File: src/hw/panel_map_map.vh
// Mode codes, pixel word layout and buffer sizing for the panel data mapper.
`ifndef PANEL_MAP_MAP_VH
`define PANEL_MAP_MAP_VH

// ----------------------------------------------------------------------------
// Panel format selection codes
// ----------------------------------------------------------------------------
`define MODE_W 3
`define MODE_TFT24 3'h0
`define MODE_TFT18 3'h1
`define MODE_TFT12 3'h2
`define MODE_TFT9 3'h3
`define MODE_STN16 3'h4
`define MODE_STN8 3'h5
`define MODE_MONO 3'h6

// ----------------------------------------------------------------------------
// Pixel word layout
// ----------------------------------------------------------------------------
`define WORD_W 24
`define RED_MSB 23
`define RED_LSB 16
`define GREEN_MSB 15
`define GREEN_LSB 8
`define BLUE_MSB 7
`define BLUE_LSB 0
`define LOWER_MSB 7
`define LOWER_LSB 0
`define UPPER_MSB 15
`define UPPER_LSB 8

// ----------------------------------------------------------------------------
// Buffer entry layout and sizing
// ----------------------------------------------------------------------------
`define ENTRY_W 26
`define ENTRY_LINE_BIT 24
`define ENTRY_FRAME_BIT 25
`define BUF_DEPTH 2
`define BUF_CNT_W 2
`define BUF_FULL 2'h2

`endif

File: src/hw/lcd_panel_data_mapper.v
// Pixel stream to flat-panel data line mapper with shift, line and frame strobes.
`timescale 1ns/10ps
`include "panel_map_map.vh"

module lcd_panel_data_mapper (
  input wire clk,
  input wire reset_n,
  input wire clk_en,
  input wire [`MODE_W-1:0] panel_mode,
  input wire pix_clk,
  input wire in_valid,
  output wire in_ready,
  input wire [`WORD_W-1:0] in_word,
  input wire in_line_end,
  input wire in_frame_first,
  output wire [`WORD_W-1:0] panel_data_out,
  output wire panel_shift_clock,
  output wire panel_line_clock,
  output wire frame_start_pulse
);

  // --------------------------------------------------------------------------
  // Output state machine codes
  // --------------------------------------------------------------------------
  localparam ST_IDLE = 2'b01;
  localparam ST_SHOW = 2'b10;

  // --------------------------------------------------------------------------
  // Mapping of one pixel word onto the panel data lines
  // --------------------------------------------------------------------------
  function [`WORD_W-1:0] map_word;
    input [`MODE_W-1:0] mode;
    input [`WORD_W-1:0] w;
    reg [7:0] red;
    reg [7:0] grn;
    reg [7:0] blu;
    reg [7:0] stn_color_lower_bits;
    reg [7:0] stn_color_upper_bits;
    reg [3:0] mono_lower_half_bits;
    reg [3:0] mono_upper_half_bits;
    reg [`WORD_W-1:0] o;
    begin
      red = w[`RED_MSB:`RED_LSB];
      grn = w[`GREEN_MSB:`GREEN_LSB];
      blu = w[`BLUE_MSB:`BLUE_LSB];
      stn_color_lower_bits = w[`LOWER_MSB:`LOWER_LSB];
      stn_color_upper_bits = w[`UPPER_MSB:`UPPER_LSB];
      mono_lower_half_bits = w[3:0];
      mono_upper_half_bits = w[11:8];
      // Every line starts low so that lines a format leaves unused stay low.
      o = 24'h000000;
      case (mode)
        `MODE_TFT24: begin
          o[7:0] = blu;
          o[15:8] = grn;
          o[21:16] = red[5:0];
          o[23:22] = red[7:6];
        end
        `MODE_TFT18: begin
          // Narrow panels take the most significant bits of each colour.
          o[7:2] = blu[7:2];
          o[15:10] = grn[7:2];
          o[21:18] = red[5:2];
          o[23:22] = red[7:6];
        end
        `MODE_TFT12: begin
          o[7:4] = blu[7:4];
          o[15:12] = grn[7:4];
          o[21:20] = red[5:4];
          o[23:22] = red[7:6];
        end
        `MODE_TFT9: begin
          o[7:5] = blu[7:5];
          o[13] = grn[5];
          o[14] = grn[6];
          o[15] = grn[7];
          o[21] = red[5];
          o[23:22] = red[7:6];
        end
        `MODE_STN16: begin
          o[7:4] = stn_color_lower_bits[3:0];
          o[13:12] = stn_color_lower_bits[5:4];
          o[15:14] = stn_color_lower_bits[7:6];
          o[11:10] = stn_color_upper_bits[5:4];
          o[19:18] = stn_color_upper_bits[7:6];
          o[21:20] = stn_color_upper_bits[1:0];
          o[23:22] = stn_color_upper_bits[3:2];
        end
        `MODE_STN8: begin
          o[7:4] = stn_color_lower_bits[3:0];
          o[13:12] = stn_color_upper_bits[1:0];
          o[15:14] = stn_color_upper_bits[3:2];
        end
        `MODE_MONO: begin
          o[7:4] = mono_lower_half_bits;
          o[13:12] = mono_upper_half_bits[1:0];
          o[15:14] = mono_upper_half_bits[3:2];
        end
        default: begin
          o = 24'h000000;
        end
      endcase
      map_word = o;
    end
  endfunction

  // --------------------------------------------------------------------------
  // Reset release
  // --------------------------------------------------------------------------
  reg rst_meta_q;
  reg rst_sync_q;

  always @(posedge clk or negedge reset_n) begin
    if (!reset_n) begin
      rst_meta_q <= 1'b0;
      rst_sync_q <= 1'b0;
    end else begin
      rst_meta_q <= 1'b1;
      rst_sync_q <= rst_meta_q;
    end
  end

  wire rst_n = rst_sync_q;

  // --------------------------------------------------------------------------
  // Pixel clock sampling and edge detection
  // --------------------------------------------------------------------------
  reg pclk_meta_q;
  reg pclk_sync_q;
  reg pclk_prev_q;

  always @(posedge clk or negedge rst_n) begin
    if (!rst_n) begin
      pclk_meta_q <= 1'b0;
      pclk_sync_q <= 1'b0;
      pclk_prev_q <= 1'b0;
    end else if (clk_en) begin
      pclk_meta_q <= pix_clk;
      pclk_sync_q <= pclk_meta_q;
      pclk_prev_q <= pclk_sync_q;
    end
  end

  wire pclk_rise = pclk_sync_q & ~pclk_prev_q;
  wire pclk_fall = ~pclk_sync_q & pclk_prev_q;

  // --------------------------------------------------------------------------
  // Panel format selection register
  // --------------------------------------------------------------------------
  reg [`MODE_W-1:0] mode_q;

  // The mode is held with each frame so a change never tears a frame.
  reg mode_seen_q;

  // --------------------------------------------------------------------------
  // Two-entry word buffer
  // --------------------------------------------------------------------------
  reg [`ENTRY_W-1:0] buf_mem [0:`BUF_DEPTH-1];
  reg wr_ptr_q;
  reg rd_ptr_q;
  reg [`BUF_CNT_W-1:0] count_q;
  reg [`BUF_CNT_W-1:0] count_d;
  reg in_ready_q;
  reg [1:0] state_q;
  reg [1:0] state_d;

  wire push = in_valid & in_ready_q;
  wire buf_has = (count_q != 2'h0);
  wire pop = pclk_rise & buf_has;
  wire [`ENTRY_W-1:0] head = buf_mem[rd_ptr_q];

  always @* begin
    count_d = count_q;
    if (push && !pop) begin
      count_d = count_q + 2'h1;
    end else if (pop && !push) begin
      count_d = count_q - 2'h1;
    end
  end

  always @(posedge clk) begin
    if (clk_en && push) begin
      buf_mem[wr_ptr_q] <= {in_frame_first, in_line_end, in_word};
    end
  end

  always @(posedge clk or negedge rst_n) begin
    if (!rst_n) begin
      wr_ptr_q <= 1'b0;
      rd_ptr_q <= 1'b0;
      count_q <= 2'h0;
      in_ready_q <= 1'b0;
    end else if (clk_en) begin
      if (push) begin
        wr_ptr_q <= ~wr_ptr_q;
      end
      if (pop) begin
        rd_ptr_q <= ~rd_ptr_q;
      end
      count_q <= count_d;
      in_ready_q <= (count_d != `BUF_FULL);
    end
  end

  assign in_ready = in_ready_q;

  // --------------------------------------------------------------------------
  // Panel output sequencing
  // --------------------------------------------------------------------------
  reg [`WORD_W-1:0] data_q;
  reg shift_q;
  reg line_q;
  reg frame_q;

  wire [`MODE_W-1:0] mode_use = head[`ENTRY_FRAME_BIT] ? panel_mode : mode_q;

  always @* begin
    state_d = state_q;
    case (state_q)
      ST_IDLE: begin
        if (pop) begin
          state_d = ST_SHOW;
        end
      end
      ST_SHOW: begin
        if (pclk_fall) begin
          state_d = ST_IDLE;
        end
      end
      default: begin
        state_d = ST_IDLE;
      end
    endcase
  end

  always @(posedge clk or negedge rst_n) begin
    if (!rst_n) begin
      state_q <= ST_IDLE;
      mode_q <= `MODE_TFT24;
      mode_seen_q <= 1'b0;
      data_q <= 24'h000000;
      shift_q <= 1'b1;
      line_q <= 1'b0;
      frame_q <= 1'b0;
    end else if (clk_en) begin
      state_q <= state_d;
      if (!mode_seen_q) begin
        mode_q <= panel_mode;
        mode_seen_q <= 1'b1;
      end
      if (pop) begin
        if (head[`ENTRY_FRAME_BIT]) begin
          mode_q <= panel_mode;
        end
        data_q <= map_word(mode_use, head[`WORD_W-1:0]);
        // The panel latches on the rising shift edge in mid period.
        shift_q <= 1'b0;
        line_q <= head[`ENTRY_LINE_BIT];
        frame_q <= head[`ENTRY_FRAME_BIT];
      end else if (pclk_rise) begin
        line_q <= 1'b0;
        frame_q <= 1'b0;
      end
      if (state_q == ST_SHOW && pclk_fall) begin
        shift_q <= 1'b1;
      end
    end
  end

  // --------------------------------------------------------------------------
  // Outputs
  // --------------------------------------------------------------------------
  assign panel_data_out = data_q;
  assign panel_shift_clock = shift_q;
  assign panel_line_clock = line_q;
  assign frame_start_pulse = frame_q;

endmodule

File: config.mk
export PLATFORM = sky130hd
export DESIGN_NAME = lcd_panel_data_mapper
export DESIGN_NICKNAME = d
export VERILOG_FILES = /design/src/hw/lcd_panel_data_mapper.v
export VERILOG_INCLUDE_DIRS = /design/src /design/src/hw
export SDC_FILE = /design/constraint.sdc
export NUM_CORES = 1
export LEC_CHECK = 0
export ABC_AREA = 1
export BUFFER_PORTS_ARGS = -buffer_cell sky130_fd_sc_hd__buf_2
export CORE_MARGIN = 1
export CORE_UTILIZATION = 35
export CTS_CLUSTER_SIZE = 40
export DETAILED_ROUTE_END_ITERATION = 8
export GPL_ROUTABILITY_DRIVEN = 0
export MAX_ROUTING_LAYER = met4
export PLACE_DENSITY = 0.63
export SYNTH_ARGS = -nofsm -noshare
export SYNTH_HDL_FRONTEND = slang
export SYNTH_SLANG_ARGS = --single-unit
File: constraint.sdc
create_clock -name clk -period 1.5 [get_ports clk]
set_input_delay 0.15 -clock clk [delete_from_list [all_inputs] [get_ports clk]]
set_output_delay 0.15 -clock clk [all_outputs]
set_load 0.02 [all_outputs]
==> reports/metrics.csv <==
stage,metric,value,unit
setup_path,path_common_cell,inv_2,
yosys,ys_seq_area_frac,0.6780,
setup_path,cpPeakStageDelay,0.38,ns
detailed_routing,drc,0,
setup_path,cp_data_required_time,1.78,ns
grt,globalRouteTotalUtil,0.1667,
floorplanning,die_h,107.5,µm
placement,placedCellCount,572,
clock_network,path_clk_slew,0.09,ns
setup_path,crit_path_cell_trace,inv_2 > ha_4 > nand3b_1 > inv_2 > nand2_4 > buf_8 > nor2_2 > inv_1 > o221ai_1,
pwr,pwr-share-clk,0.174,
yosys,ys_ff_latch,95,
pwr,power,0.009207,W
worst_hold_path,worstHoldPathCells,3,
yosys,synth_fp_nets,395,
setup_path,cp_slowest_cell,dfrtp_1,
yosys,synth_top_area_cell,edfxtp_1,
floorplanning,die-area,11550,µm²
detailed_routing,met2_length,4345,µm
detailed_routing,first_pass_iters,4,
clock_network,cts.sinks,95,
grt,gr-total-overflow,0,
floorplanning,coreArea,10840,µm²
finish,nets,514,
finish,diodes,0,
detailed_routing,wl_per_cell,13.93,µm
yosys,yosysWarnings,0,
grt,grt_antenna_before_repair,0,
yosys,ys_types,31,
flow_run,max_cap_viol_count,0,
timing,period_share,1.024,
placement,dpl.hpwl,6238,µm
clock_network,cts_tree,built,
yosys,synth_top_area_frac,0.4010,
floorplanning,initial_core_util,0.3592,
pwr,max-vdd-ir-drop,0.8039,mV
floorplanning,fp.dieW,107.5,µm
detailed_routing,met1_length,3835,µm
pwr,power_frac_comb,0.414,
placement,port_buffers,61,
pwr,switching_share,0.4012,
clock_network,clk_latency,0.37,ns
pwr,p_leak,2.377,nW
finish,area_delta_synth_final,35.57,%
finish,mostFrequentLayoutCells,"nand2_1, buf_2, edfxtp_1, dfrtp_1, dlygate4sd3_1",
detailed_routing,topRoutingLayerUsed,met4,
setup_path,rrSetupSlack,-0.04,ns
floorplanning,row_count,38,
pwr,internal_power,0.005513,W
detailed_routing,drtIter0Drc,176,
setup_path,path_max_fanout,13,
finish,final_util,0.4870,
detailed_routing,drtAntennaViolNets,0,
timing,worst_slack,-0.03670,ns
timing,fin_crit,1.537,ns
setup_path,reg2reg_from,count_q[0]$_DFFE_PN0P_,
setup_path,reg2reg_depth,9,
grt,grt_first_pass_wirelength,13990,µm
timing,fmax,650.7,MHz
pwr,p_per_area,1744,nW/µm²
clock_network,cts_buffer_depth,2,
setup_path,end_kind,flip-flop,
timing,finalHoldViolCount,0,
timing,setup-violations-final,7,
pwr,seqPwrFrac,0.412,
detailed_routing,vias,2935,
setup_path,startpoint_type,flip-flop,
setup_path,worstPathArrival,1.82,ns
timing,finClkSkew,0.01010,ns
detailed_routing,wl_met3,422,µm
yosys,netlist_area,3894,µm²
worst_hold_path,hold-path-endpoint,mode_q[1]$_DFFE_PN0P_,
clock_network,cts-root-buf,clkbuf_8,
setup_path,crit_type,reg2reg,
placement,place_ws,-0.1841,ns
yosys,synthCells,360,
worst_hold_path,min_from,panel_mode[1],
grt,first_global_vias,2895,
setup_path,regToRegEndpoint,panel_data_out[7]$_DFFE_PN0P_,
timing,rsz0062_at_grt,yes,
yosys,syn_avg_cell_area,10.82,µm²
detailed_routing,viasPerCell,4.704,
finish,final_layout_size_suffix_gt1_frac,0.3430,
clock_network,htreeDepth,3,
clock_network,cts-buffers-inserted,9,
detailed_routing,drt_wl_total,8693,µm
yosys,ys_top_cells_by_area,"edfxtp_1, dfrtp_1, nand2_1",
floorplanning,pin_count,62,
status,violations,setup timing,
worst_hold_path,worstHoldPathType,in2reg,
finish,final_common_cell,nand2_1,
status,status,"complete, but fails checks",
timing,slew_viol_final,0,
finish,stdcell_count,624,
grt,grt_max_degree,24,
pwr,switching_power,0.003694,W
critical path, delay by kind of cell, from the launching register on:
kind	cells	cell delay, ns
fa+ha+maj	1	0.14
simple gates	3	0.37
compound gates	1	0.17
flops	1	0.38
buf+inv	4	0.40
worst max-delay path by stage:
stage | from | end | slack [ns] | depth (start not counted)
3_3_place_gp | count_q[0]$_DFFE_PN0P_ | panel_data_out[7]$_DFFE_PN0P_ | -0.03 | 9
6_report | count_q[0]$_DFFE_PN0P_ | panel_data_out[7]$_DFFE_PN0P_ | -0.04 | 9
3_5_place_dp | count_q[0]$_DFFE_PN0P_ | mode_q[1]$_DFFE_PN0P_ | -0.18 | 9
5_1_grt | rd_ptr_q$_DFFE_PN0P_ | panel_data_out[13]$_DFFE_PN0P_ | -0.11 | 11
4_1_cts | count_q[0]$_DFFE_PN0P_ | panel_data_out[6]$_DFFE_PN0P_ | -0.03 | 9
2_1_floorplan | in_ready$_DFFE_PN0P_ | buf_mem[1][0]$_DFFE_PP_ | 0.005 | 4
cell families (layout without fill, tap and decap cells):
group	after synthesis	after routing	share of synthesized area
other	1	1	0.0009631
XOR/XNOR	2	2	0.004500
buffers and inverters	41	165	0.04210
AO/OA/AOI/OAI	48	48	0.06716
multiplexers	11	11	0.02828
flip-flops	95	95	0.6780
AND/OR/NAND/NOR	161	161	0.1758
adder cells (fa/ha/maj)	1	1	0.003213
area by class of cell:
class	count	area (µm²)
sequential	95	2644
inverter	32	130.1
tap	140	175.2
multi-input combinational	224	1270
fill	983	5562
clock inverter	7	67.56
clock buffer	9	123.9
timing repair buffer	117	868.3
per-stage QoR:
| step | setup TNS, ns | hold WS [ns] | area, µm² |
|---|---|---|---|
| floorplan | 0 | -0.1456 | 3918 |
| global placement | -0.1453 | -0.06445 | 4553 |
| detailed placement | -1.837 | -0.06342 | 4553 |
| CTS | -0.1419 | 0.01596 | 5136 |
| global route | -2.152 | 0.03640 | 5279 |
| finish | -0.09888 | 0.03432 | 5279 |
power groups by stage:
stage,sequential [W],clock [W],combinational (W)
after floorplan,0.00417,0,0.00174
after global placement,0.00384,0,0.00318
after detailed placement,0.00384,0,0.00327
after CTS,0.00380,0.00165,0.00354
after global routing,0.00387,0.00176,0.00421
final,0.00380,0.00160,0.00381
state kept, by name, summed over array words and instances (netlist names), 2 cells and up:
signal	cells
panel_data_out	24
mode_q	3
count_q	2
buf_mem	52
state_q	2
cells in the mapped netlist:
| master | number |
|---|---|
| a21oi_1 | 11 |
| a22oi_1 | 1 |
| a31oi_1 | 1 |
| buf_2 | 5 |
| buf_4 | 1 |
| clkbuf_1 | 3 |
| conb_1 | 1 |
| dfrtp_1 | 41 |
| dfstp_2 | 2 |
| edfxtp_1 | 52 |
| ha_1 | 1 |
| inv_1 | 27 |
| inv_2 | 5 |
| mux2i_1 | 11 |
| nand2_1 | 112 |
| nand2_2 | 3 |
| nand2_4 | 2 |
| nand3_1 | 14 |
| nand3_4 | 1 |
| nand3b_1 | 1 |
| nand4_1 | 1 |
| nor2_1 | 21 |
| nor2_2 | 2 |
| nor2_4 | 1 |
| o211ai_1 | 3 |
| o21ai_0 | 23 |
| o21ai_1 | 6 |
| o221ai_1 | 2 |
| o31ai_1 | 1 |
| or2_2 | 3 |
| xor2_1 | 2 |
timing repair:
item                                    4_1_cts  5_1_grt
gates resized for setup                      35       37
hold buffers                                 28        0
endpoints found under the setup margin       30       33
buffers inserted                              3        5
hold endpoints to repair                     55        0
cloned                                        0        0
pin swaps                                     5       16
per-layer routing:
layer | GRT usage | up-vias
li1 | - | 1433
met1 | 0.1954 | 1412
met2 | 0.2839 | 81
met3 | 0.04540 | 9
met4 | 0.04305 | 0
met5 | - | -
Note: power is estimated with default switching activity, not from simulation.
